$ cat config.mk
export PLATFORM = sky130hd
export DESIGN_NAME = sld_led_driver
export DESIGN_NICKNAME = d
export VERILOG_FILES = /design/src/design/sld_pkg.sv /design/src/design/sld_led_driver.sv
export VERILOG_INCLUDE_DIRS = /design/src /design/src/design
export SDC_FILE = /design/constraint.sdc
export NUM_CORES = 1
export LEC_CHECK = 0
export BUFFER_PORTS_ARGS = -buffer_cell sky130_fd_sc_hd__buf_2
export CAP_MARGIN = 20
export CORE_MARGIN = 2
export CORE_UTILIZATION = 40
export CTS_CLUSTER_SIZE = 25
export DETAILED_ROUTE_END_ITERATION = 12
export PLACE_DENSITY = 0.67
export SYNTH_ARGS = -nofsm -noshare
export SYNTH_HDL_FRONTEND = slang
export SYNTH_SLANG_ARGS = --single-unit
$ cat constraint.sdc
create_clock -name sys_clk -period 3.95 [get_ports sys_clk]
set_clock_uncertainty 0.05 [all_clocks]
set_input_delay 0.5925 -clock sys_clk [delete_from_list [all_inputs] [get_ports sys_clk]]
set_output_delay 0.5925 -clock sys_clk [all_outputs]
set_load 0.02 [all_outputs]
$ cat src/design/sld_cfg.svh
`ifndef SLD_CFG_SVH
`define SLD_CFG_SVH
// link count and apb address width
`define SLD_NUM_LINKS      4
`define SLD_ADDR_W         12
// register byte offsets
`define SLD_CTRL_OFS       12'h000
`define SLD_FAST_DIV_OFS   12'h004
`define SLD_SLOW_DIV_OFS   12'h008
`define SLD_PULSE_DIV_OFS  12'h00C
`define SLD_IRQ_STAT_OFS   12'h010
`define SLD_IRQ_MASK_OFS   12'h014
`define SLD_LINK_STATE_OFS 12'h018
`define SLD_BOARD_STATE_OFS 12'h01C
// control fields and reset value
`define SLD_CTRL_LINK_EN   0
`define SLD_CTRL_BOARD_EN  1
`define SLD_CTRL_RST       32'h0000_0003
// interrupt status fields
`define SLD_IRQ_W          7
`define SLD_IRQ_OVC_LSB    0
`define SLD_IRQ_CAM        4
`define SLD_IRQ_HCLK       5
`define SLD_IRQ_L0         6
`define SLD_IRQ_MASK_RST   7'h00
// host bus codes
`define SLD_GEN3           2'h3
`define SLD_LANES_FULL     4'h8
// timing: clock period, flash half periods and pulse step
`define SLD_CLK_NS         10
`define SLD_FAST_HALF_MS   100
`define SLD_SLOW_HALF_MS   500
`define SLD_PULSE_STEP_MS  60
`define SLD_MS_TO_CYC(ms)  (((ms) * 1000000) / `SLD_CLK_NS)
`define SLD_FAST_CYC       `SLD_MS_TO_CYC(`SLD_FAST_HALF_MS)
`define SLD_SLOW_CYC       `SLD_MS_TO_CYC(`SLD_SLOW_HALF_MS)
`define SLD_PULSE_CYC      `SLD_MS_TO_CYC(`SLD_PULSE_STEP_MS)
`endif

$ cat src/design/sld_pkg.sv
package sld_pkg;
  // link indicator patterns, one-hot
  typedef enum logic [8:0] {
    PAT_INIT     = 9'b0_0000_0001,
    PAT_OVERCUR  = 9'b0_0000_0010,
    PAT_NOCAM    = 9'b0_0000_0100,
    PAT_DET_PWR  = 9'b0_0000_1000,
    PAT_DET_NPWR = 9'b0_0001_0000,
    PAT_TEST     = 9'b0_0010_0000,
    PAT_XFER     = 9'b0_0100_0000,
    PAT_TRIG     = 9'b0_1000_0000,
    PAT_IDLE     = 9'b1_0000_0000
  } sld_pattern_type;
endpackage

$ cat src/design/sld_led_driver.sv
// Function
// each fiber link has its own red/green indicator driven from its status.
// before system initialization every link indicator shows steady orange.
// no camera on a link gives a slow red pulse.
// detection flashes fast, green/orange with camera power, orange alone without.
// camera connected with no data moving shows steady green.
// camera connected and waiting for trigger gives slow orange pulse.
// camera connected and data transferring flashes green fast.
// test packets being sent flash slowly alternating green and orange.
// heartbeat board LED blinks while host bus clock present, stops otherwise.
// link-active board LED lit only while host bus is in L0.
// speed board LED lit at third generation rate, dark at first or second.
// width board LED lit when all eight lanes are up.
// camera power over-current on a link shows steady red.
// highest priority condition wins: init, overcurrent, nocam, detect, test, connected.
// fast flash, slow flash, slow pulse come from programmable clock prescalers.
//
// The register addresses and the APB slave port are this design's own decisions.
`timescale 1ns/1ns
`default_nettype none
`include "sld_cfg.svh"
module sld_led_driver #(
  parameter int          NUM_LINKS = `SLD_NUM_LINKS,
  parameter logic [31:0] FAST_DIV  = 32'(`SLD_FAST_CYC - 1),
  parameter logic [31:0] SLOW_DIV  = 32'(`SLD_SLOW_CYC - 1),
  parameter logic [31:0] PULSE_DIV = 32'(`SLD_PULSE_CYC - 1)
) (
  // clock, reset, enable
  input  wire logic                   sys_clk,
  input  wire logic                   reset,
  input  wire logic                   clk_en,
  // apb slave
  input  wire logic                   psel,
  input  wire logic                   penable,
  input  wire logic                   pwrite,
  input  wire logic [`SLD_ADDR_W-1:0] paddr,
  input  wire logic [31:0]            pwdata,
  output logic                        pready,
  output logic [31:0]                 prdata,
  output logic                        pslverr,
  // link status
  input  wire logic                   sys_init_done,
  input  wire logic [NUM_LINKS-1:0]   cam_present,
  input  wire logic [NUM_LINKS-1:0]   conn_detect,
  input  wire logic [NUM_LINKS-1:0]   pocxp_on,
  input  wire logic [NUM_LINKS-1:0]   pocxp_fault,
  input  wire logic [NUM_LINKS-1:0]   trig_wait,
  input  wire logic [NUM_LINKS-1:0]   data_xfer,
  input  wire logic [NUM_LINKS-1:0]   test_pkt,
  // host bus status
  input  wire logic                   host_clk_alive,
  input  wire logic                   host_l0,
  input  wire logic [1:0]             host_gen,
  input  wire logic [3:0]             host_lanes,
  // indicators and interrupt
  output logic [NUM_LINKS-1:0]        link_led_red,
  output logic [NUM_LINKS-1:0]        link_led_green,
  output logic [3:0]                  board_led,
  output logic                        irq
);

  // priority selection of one link's pattern
  function automatic sld_pkg::sld_pattern_type pick(input logic init, input logic ovc,
      input logic cam, input logic det, input logic pwr, input logic tst,
      input logic xfr, input logic trg);
    if (!init)     pick = sld_pkg::PAT_INIT;
    else if (ovc)  pick = sld_pkg::PAT_OVERCUR;
    else if (!cam) pick = sld_pkg::PAT_NOCAM;
    else if (det)  pick = pwr ? sld_pkg::PAT_DET_PWR : sld_pkg::PAT_DET_NPWR;
    else if (tst)  pick = sld_pkg::PAT_TEST;
    else if (xfr)  pick = sld_pkg::PAT_XFER;
    else if (trg)  pick = sld_pkg::PAT_TRIG;
    else           pick = sld_pkg::PAT_IDLE;
  endfunction

  // colour of a pattern as {red, green}; orange is both
  function automatic logic [1:0] colour(input sld_pkg::sld_pattern_type p,
      input logic fst, input logic slw, input logic pls);
    case (p)
      sld_pkg::PAT_INIT:     colour = 2'h3;
      sld_pkg::PAT_OVERCUR:  colour = 2'h2;
      sld_pkg::PAT_NOCAM:    colour = {pls, 1'b0};
      sld_pkg::PAT_DET_PWR:  colour = {fst, 1'b1};
      sld_pkg::PAT_DET_NPWR: colour = {fst, fst};
      sld_pkg::PAT_TEST:     colour = {slw, 1'b1};
      sld_pkg::PAT_XFER:     colour = {1'b0, fst};
      sld_pkg::PAT_TRIG:     colour = {pls, pls};
      sld_pkg::PAT_IDLE:     colour = 2'h1;
      default:               colour = 2'h0;
    endcase
  endfunction

  // readback code of a pattern: bit position of the one-hot value
  function automatic logic [3:0] code(input sld_pkg::sld_pattern_type p);
    code = 4'h0;
    for (int k = 0; k < 9; k++) begin
      if (p[k]) code = 4'(k);
    end
  endfunction

  // registers
  logic [31:0]            ctrl;
  logic [31:0]            presc_div [3];
  logic [`SLD_IRQ_W-1:0]  irq_status;
  logic [`SLD_IRQ_W-1:0]  irq_mask;
  logic [NUM_LINKS-1:0]   ovc_q;
  logic [NUM_LINKS-1:0]   cam_q;
  logic                   hclk_q;
  logic                   l0_q;
  logic [31:0]            presc_cnt [3];
  logic [2:0]             presc_ph;
  logic [4:0]             pulse_step;
  logic [3:0]             pwm_cnt;

  // apb decode
  wire logic setup     = psel & ~penable;
  wire logic wr_take   = psel & penable & pwrite & pready;
  wire logic hit_ctrl  = paddr == `SLD_CTRL_OFS;
  wire logic hit_fast  = paddr == `SLD_FAST_DIV_OFS;
  wire logic hit_slow  = paddr == `SLD_SLOW_DIV_OFS;
  wire logic hit_pulse = paddr == `SLD_PULSE_DIV_OFS;
  wire logic hit_stat  = paddr == `SLD_IRQ_STAT_OFS;
  wire logic hit_mask  = paddr == `SLD_IRQ_MASK_OFS;
  wire logic hit_link  = paddr == `SLD_LINK_STATE_OFS;
  wire logic hit_board = paddr == `SLD_BOARD_STATE_OFS;
  wire logic hit_any   = hit_ctrl | hit_fast | hit_slow | hit_pulse | hit_stat | hit_mask |
                         hit_link | hit_board;
  wire logic [2:0] div_wr = {3{wr_take & ~pslverr}} & {hit_pulse, hit_slow, hit_fast};

  // prescaler ticks and phases
  wire logic [2:0] presc_tick;
  genvar gi;
  generate
    for (gi = 0; gi < 3; gi++) begin : g_presc
      assign presc_tick[gi] = presc_cnt[gi] >= presc_div[gi];
      always_ff @(posedge sys_clk) begin
        if (reset) begin
          presc_cnt[gi] <= 32'h0000_0000;
          presc_ph[gi]  <= 1'b0;
        end else if (clk_en) begin
          presc_cnt[gi] <= presc_tick[gi] ? 32'h0000_0000 : presc_cnt[gi] + 32'h0000_0001;
          if (presc_tick[gi]) presc_ph[gi] <= ~presc_ph[gi];
        end
      end
    end
  endgenerate

  // slow pulse: triangle brightness against a free-running pwm count
  wire logic [3:0] bright = pulse_step[4] ? ~pulse_step[3:0] : pulse_step[3:0];
  wire logic       pulse  = pwm_cnt < bright;
  wire logic       fast   = presc_ph[0];
  wire logic       slow   = presc_ph[1];
  always_ff @(posedge sys_clk) begin
    if (reset) begin
      pulse_step <= 5'h00;
      pwm_cnt    <= 4'h0;
    end else if (clk_en) begin
      pwm_cnt <= pwm_cnt + 4'h1;
      if (presc_tick[2]) pulse_step <= pulse_step + 5'h01;
    end
  end

  // per-link pattern selection and colour
  sld_pkg::sld_pattern_type   pat [NUM_LINKS];
  wire logic [NUM_LINKS-1:0]  next_red;
  wire logic [NUM_LINKS-1:0]  next_green;
  wire logic [31:0]           link_state_rd;
  generate
    for (gi = 0; gi < NUM_LINKS; gi++) begin : g_link
      assign pat[gi] = pick(sys_init_done, pocxp_fault[gi], cam_present[gi], conn_detect[gi],
                            pocxp_on[gi], test_pkt[gi], data_xfer[gi], trig_wait[gi]);
      assign {next_red[gi], next_green[gi]} =
          colour(pat[gi], fast, slow, pulse) & {2{ctrl[`SLD_CTRL_LINK_EN]}};
      assign link_state_rd[4*gi +: 4] = code(pat[gi]);
    end
    if (NUM_LINKS < 8) begin : g_pad
      assign link_state_rd[31:4*NUM_LINKS] = '0;
    end
  endgenerate

  // board indicators
  wire logic [3:0] board_raw = {host_lanes == `SLD_LANES_FULL,
                                host_gen == `SLD_GEN3,
                                host_l0,
                                host_clk_alive & slow};
  wire logic [3:0] next_board = board_raw & {4{ctrl[`SLD_CTRL_BOARD_EN]}};

  // interrupt events; a new event beats a same-cycle clear
  wire logic [3:0] ovc_rise = 4'(pocxp_fault & ~ovc_q);
  wire logic [`SLD_IRQ_W-1:0] irq_evt = {l0_q & ~host_l0, hclk_q & ~host_clk_alive,
                                         |(cam_present ^ cam_q), ovc_rise};
  wire logic [`SLD_IRQ_W-1:0] irq_clr = (wr_take & hit_stat) ? pwdata[`SLD_IRQ_W-1:0] : '0;
  wire logic [`SLD_IRQ_W-1:0] next_status = (irq_status & ~irq_clr) | irq_evt;

  // read mux
  wire logic [31:0] rd_mux =
      hit_ctrl  ? ctrl :
      hit_fast  ? presc_div[0] :
      hit_slow  ? presc_div[1] :
      hit_pulse ? presc_div[2] :
      hit_stat  ? 32'(irq_status) :
      hit_mask  ? 32'(irq_mask) :
      hit_link  ? link_state_rd :
      hit_board ? {24'h00_0000, board_raw, board_led} : 32'h0000_0000;

  // apb answer: ready in the access cycle, read data and error captured at setup
  always_ff @(posedge sys_clk) begin
    if (reset) begin
      pready  <= 1'b0;
      prdata  <= 32'h0000_0000;
      pslverr <= 1'b0;
    end else if (clk_en) begin
      pready  <= setup;
      if (setup) begin
        prdata  <= pwrite ? 32'h0000_0000 : rd_mux;
        pslverr <= ~hit_any;
      end
    end
  end

  // writable registers
  always_ff @(posedge sys_clk) begin
    if (reset) begin
      ctrl         <= `SLD_CTRL_RST;
      presc_div[0] <= FAST_DIV;
      presc_div[1] <= SLOW_DIV;
      presc_div[2] <= PULSE_DIV;
      irq_mask     <= `SLD_IRQ_MASK_RST;
    end else if (clk_en && wr_take && !pslverr) begin
      if (hit_ctrl) ctrl <= pwdata & `SLD_CTRL_RST;
      if (hit_mask) irq_mask <= pwdata[`SLD_IRQ_W-1:0];
      for (int k = 0; k < 3; k++) begin
        if (div_wr[k]) presc_div[k] <= pwdata;
      end
    end
  end

  // status, event history and interrupt line
  always_ff @(posedge sys_clk) begin
    if (reset) begin
      irq_status <= '0;
      ovc_q      <= '0;
      cam_q      <= '0;
      hclk_q     <= 1'b0;
      l0_q       <= 1'b0;
      irq        <= 1'b0;
    end else if (clk_en) begin
      irq_status <= next_status;
      ovc_q      <= pocxp_fault;
      cam_q      <= cam_present;
      hclk_q     <= host_clk_alive;
      l0_q       <= host_l0;
      irq        <= |(next_status & irq_mask);
    end
  end

  // registered indicator outputs
  always_ff @(posedge sys_clk) begin
    if (reset) begin
      link_led_red   <= '0;
      link_led_green <= '0;
      board_led      <= 4'h0;
    end else if (clk_en) begin
      link_led_red   <= next_red;
      link_led_green <= next_green;
      board_led      <= next_board;
    end
  end

endmodule // sld_led_driver
`default_nettype wire

# [Word level (Yosys, flattened, before mapping)]
# Memories as Yosys holds them, arrays and structs flattened.
# Cells that the tools add are included.
[word_totals] reg_bits=84 mem_bits_rw=192 output_inout_bits=47 elab_cells=234 memories=2
[memory_table] name="presc_cnt" depth=3 width=32 rd=3 rd_clocked_by_memory_dff=0 wr=3 line="sld_led_driver.sv:110" rtl="logic [31:0] presc_cnt [3];"
[memory_table] name="presc_div" depth=3 width=32 rd=3 rd_clocked_by_memory_dff=0 wr=3 line="sld_led_driver.sv:103" rtl="logic [31:0] presc_div [3];"
[op_classes] add_sub_neg=5 n_lt_le_gt_ge=4 eq_ne=45 muxes=105 n_bitwise=43 reduce_logical=12
[ops] cell="$mux 32" n=14
[ops] cell="$mux 9" n=28
[ops] cell="$mux 4" n=29
[ops] cell="$add 32x1->32 const B" n=3
[ops] cell="$ge 32x32->1" n=3
[ops] cell="$pmux 2 s9" n=4
[ops] cell="$eq 12x5->1 const B" n=4
[ops] cell="$mux 16" n=3
[ops] cell="$eq 9x1->1 const B" n=4
[ops] cell="$eq 9x2->1 const B" n=4
[ops] cell="$eq 9x3->1 const B" n=4
[ops] cell="$eq 9x4->1 const B" n=4
[ops] cell="$eq 9x5->1 const B" n=4
[ops] cell="$eq 9x6->1 const B" n=4
[ops] cell="$eq 9x7->1 const B" n=4
[ops] cell="$eq 9x8->1 const B" n=4
[ops] cell="$eq 9x9->1 const B" n=4
[ops] cell="$eq 12x4->1 const B" n=2
[ops] cell="$mux 1" n=21
[ops] cell="$mux 5" n=4
[ops] cell="$and 7x7->7" n=2
[ops] cell="$or 1x1->1" n=13
[ops] cell="$eq 12x3->1 const B" n=1
[ops] cell="$logic_not 12->1" n=1
[ops] cell="other kinds (21)" n=46

# [Depth between registers and ports, before layout]
[depth] word_depth=23 ltp_mapped=10

# [Worst setup path after synthesis]
# OpenSTA, ideal clock, no wires.
[synth_path] path_kind="in2reg" start="in reset" end="mem presc_cnt[0][0], enable pin" setup_time_ps=449 arrival_time_ps=3205 required_ps=3451 slack_ps=246 cell_stages=4 n_path_buf=2 cell_sequence="clkbuf_1 -> clkbuf_1 -> nor2_1 -> inv_1"
[synth_rtl] item="start, declared" line="sld_led_driver.sv:30" rtl="input wire logic reset,"
[synth_rtl] item="end, declared" line="sld_led_driver.sv:110"

==> results.sh <==
export IMPL_cts_root_buf="clkbuf_16"
export IMPL_dp_cells=2178
export IMPL_vias_per_cell=5.53
export IMPL_synth_edf_count=192
export IMPL_clockBufferDepth=3
export IMPL_setup_tns_ps=0
export IMPL_layout_setup_ws_ps=990
export IMPL_multi_input_area_um2=7550
export IMPL_power_switching_mw=1.76
export IMPL_start_util_pct=40.4
export IMPL_internal_power_mw=5.21
export IMPL_synthCells=1561
export IMPL_peakVddDrop_mv=0.276
export IMPL_async_reset_ff_share_pct=0
export IMPL_required_ps=4200
export IMPL_finalWirelength_um=43400
export IMPL_cp_arrival_ps=3210
export IMPL_die_w_um=202
export IMPL_placement_setup_worst_slack_ps=913
export IMPL_drtPass1Iterations=5
export IMPL_cts_hold_buf=0
export IMPL_grt_total_usage_pct=21.0
export IMPL_dp_hpwl_um=32400
export IMPL_yosysSeqAreaShare_pct=47.6
export IMPL_grt_pass1_wl_um=67200
export IMPL_core_um2=38600
export IMPL_stdcell_count=2236
export IMPL_pwr_share_seq_pct=48.1
export IMPL_clkPwrFrac_pct=42.4
export IMPL_routed_via_count=12400
export IMPL_syn_area_um2=15600
export IMPL_routedWlPerCell_um=19.4
export IMPL_max_cap_violations=0
export IMPL_ys_flop_type="edfxtp_1"
export IMPL_worstHoldPathType="in -> reg"
export IMPL_netSwitchingFraction_pct=25.2
export IMPL_grt_pass1_vias=12000
export IMPL_finalSetupViolCount=0
export IMPL_timing_fmax_mhz=338
export IMPL_hold_viol_final=0
export IMPL_powerDensity_nw_per_um2=386
export IMPL_num_fill_cells=3602
export IMPL_crit_path_end_kind="register"
export IMPL_numCtsBuffers=31
export IMPL_period_share_pct=74.9
export IMPL_die_h_um=202
export IMPL_outcome="complete, no violations"
export IMPL_cts_resized=0
export IMPL_register_area_um2=7450
export IMPL_fin_nets=1884
export IMPL_placed_area_um2=17000
export IMPL_clock_latency_ps=570
export IMPL_finalPower_mw=6.97
export IMPL_yosysUniqueCellTypes=77
export IMPL_synthesis_nets=1752
export IMPL_rsz0062_at_grt="false"
export IMPL_worst_path_max_fanout=18
export IMPL_cts_sinks=276
export IMPL_htreeDepth=1
export IMPL_power_frac_comb_pct=9.5
export IMPL_placement_io_buffers=133
export IMPL_grt_max_degree=47
export IMPL_critPathKind="reg -> reg"
export IMPL_ioPinCount=134
export IMPL_cts_setup_buffers=0
export IMPL_yosysWarnings=0
export IMPL_drt_iter0_drc=1091
export IMPL_p_leak_nw=7.42
export IMPL_rows=72
export IMPL_slew_headroom_pct=38.1
export IMPL_clk_pin_slew_worst_paths_ps=60
export IMPL_cts_tree="built"
export IMPL_die_area_um2=40700
export IMPL_grt_overflow=0
export IMPL_ys_seq_elements=276
export IMPL_ant_nets=0
export IMPL_period_minus_slack_ps=2960
export IMPL_setup_worst_path_start_class="register"
export IMPL_slew_viol_final=0
export IMPL_drc=0
export IMPL_design_area_um2=18000
export IMPL_antenna_found_initial=1
export IMPL_gp_congestion=0.905
export IMPL_worst_slew_pin_slew_ps=929
export IMPL_syn_area_per_cell_um2=10.0
export IMPL_drive_gt1_share_pct=14.6
export IMPL_area_delta_synth_final_pct=15.3
## cell usage after synthesis, types with 3 or more instances
master	number	area share (%)
a211oi_1	5	0.24
a21boi_0	3	0.14
a21o_1	25	1.2
a21oi_1	72	2.3
a221oi_1	8	0.45
a22oi_1	35	1.7
a31oi_1	4	0.16
a32oi_1	3	0.17
and2_1	26	1.0
and3_1	17	0.68
and4_1	9	0.50
buf_1	5	0.12
buf_2	14	0.45
clkbuf_1	40	0.96
dfxtp_1	84	11
edfxtp_1	192	37
ha_1	104	8.3
inv_1	112	2.7
mux2_2	5	0.36
mux2i_1	47	3.0
mux4_2	3	0.43
nand2_1	115	2.8
nand2b_1	46	1.8
nand3_1	53	1.7
nand3b_1	3	0.14
nand4_1	30	1.2
nor2_1	151	3.6
nor2b_1	19	0.76
nor3_1	77	2.5
nor3_2	5	0.32
nor3b_1	7	0.34
nor4b_1	4	0.22
o211ai_1	4	0.19
o21ai_0	49	1.6
o21bai_1	3	0.14
o22ai_1	20	0.80
o32ai_1	7	0.39
or2_2	3	0.12
xnor2_1	39	2.2
xor2_1	62	3.5
## metrics by stage
stage / hold WS [ps] / utilization (%)
final: 261 / 46.6
after global routing: 253 / 46.6
after CTS: 239 / 46.6
after detailed placement: 398 / 43.9
after global placement: 394 / 43.9
after floorplan: 402 / -
## cell type report
| cell class | instances | share of cell area, % |
|---|---|---|
| Clock inverter | 12 | 0.528 |
| Timing Repair Buffer | 160 | 5.04 |
| Antenna cell | 1 | 0.0139 |
| Clock buffer | 45 | 5.30 |
| Multi-Input combinational cell | 1112 | 41.9 |
| Sequential cell | 276 | 41.3 |
| Tap cell | 518 | 3.60 |
| Inverter | 112 | 2.34 |
## path summary, 6_finish.rpt
| kind | start | slack, ps | cells after the start | to |
|---|---|---|---|---|
| max | presc_div[0][70] | 990 | 10 | presc_cnt[2][7] |
| min | pwdata[0] | 260 | 3 | irq_mask[0] |
| max reg2reg | presc_div[0][70] | 990 | 10 | presc_cnt[2][7] |
| min reg2reg | link_led_red[2] | 400 | 2 | link_led_red[2] |
## registers in the layout (all words and copies together) (netlist names)
name            flops
pulse_step          5
link_led_red        4
prdata             32
presc_div          96
board_led           4
ovc_q               4
link_led_green      4
ctrl                2
irq                 1
cam_q               4
irq_mask            7
presc_cnt          96
hclk_q              1
l0_q                1
slow                1
irq_status          7
pslverr             1
pwm_cnt             4
pready              1
fast                1
## worst max-delay path: stages (launching register included)
cell and delay, ps:
edfxtp_1 480, inv_1 80, ha_1 300, and3_1 180, or3b_1 350, nor4_1 330, o311a_1 330, o21ai_1 100
a21boi_2 170, buf_4 240, nor3_1 80
## logic make-up (layout without fill, tap and decap cells)
logic type / count (synthesis) / in the layout / share of synthesized area (%)
xor gates and xnor gates: 101 / 101 / 5.66
DFF: 276 / 276 / 47.6
buffers and inverters: 173 / 329 / 4.32
adders and majority gates: 104 / 104 / 8.33
and+or+nand+nor: 588 / 588 / 19.3
muxes: 56 / 56 / 3.87
AOI/OAI and AO/OA: 263 / 263 / 10.9
other: 0 / 1 / 0
## metal layers
metal	global-route usage [%]	up-vias	share of wire (%)
li1	-	5902	-
met1	29.9	6009	45
met2	34.2	394	47
met3	2.33	63	6.4
met4	4.83	0	1.8
met5	0	-	0
## power by group through the flow
| stage | Clock (mW) | Combinational [mW] | Sequential [mW] |
|---|---|---|---|
| after floorplan | 0 | 0.423 | 3.36 |
| after global placement | 0 | 0.642 | 3.40 |
| after detailed placement | 0 | 0.662 | 3.41 |
| after CTS | 2.99 | 0.665 | 3.35 |
| after global routing | 3.10 | 0.736 | 3.36 |
| final | 2.95 | 0.665 | 3.35 |
## layout by cell type, fill, tap and decap left out, types with 47 or more instances in the layout
cell type	count
ha_1	104
mux2i_1	47
a21oi_1	71
nand3_1	53
dfxtp_1	84
xor2_1	62
nor3_1	77
inv_1	111
nor2_1	151
o21ai_0	49
edfxtp_1	192
nand2_1	115
buf_2	132
(Power assumes the default switching activity.)
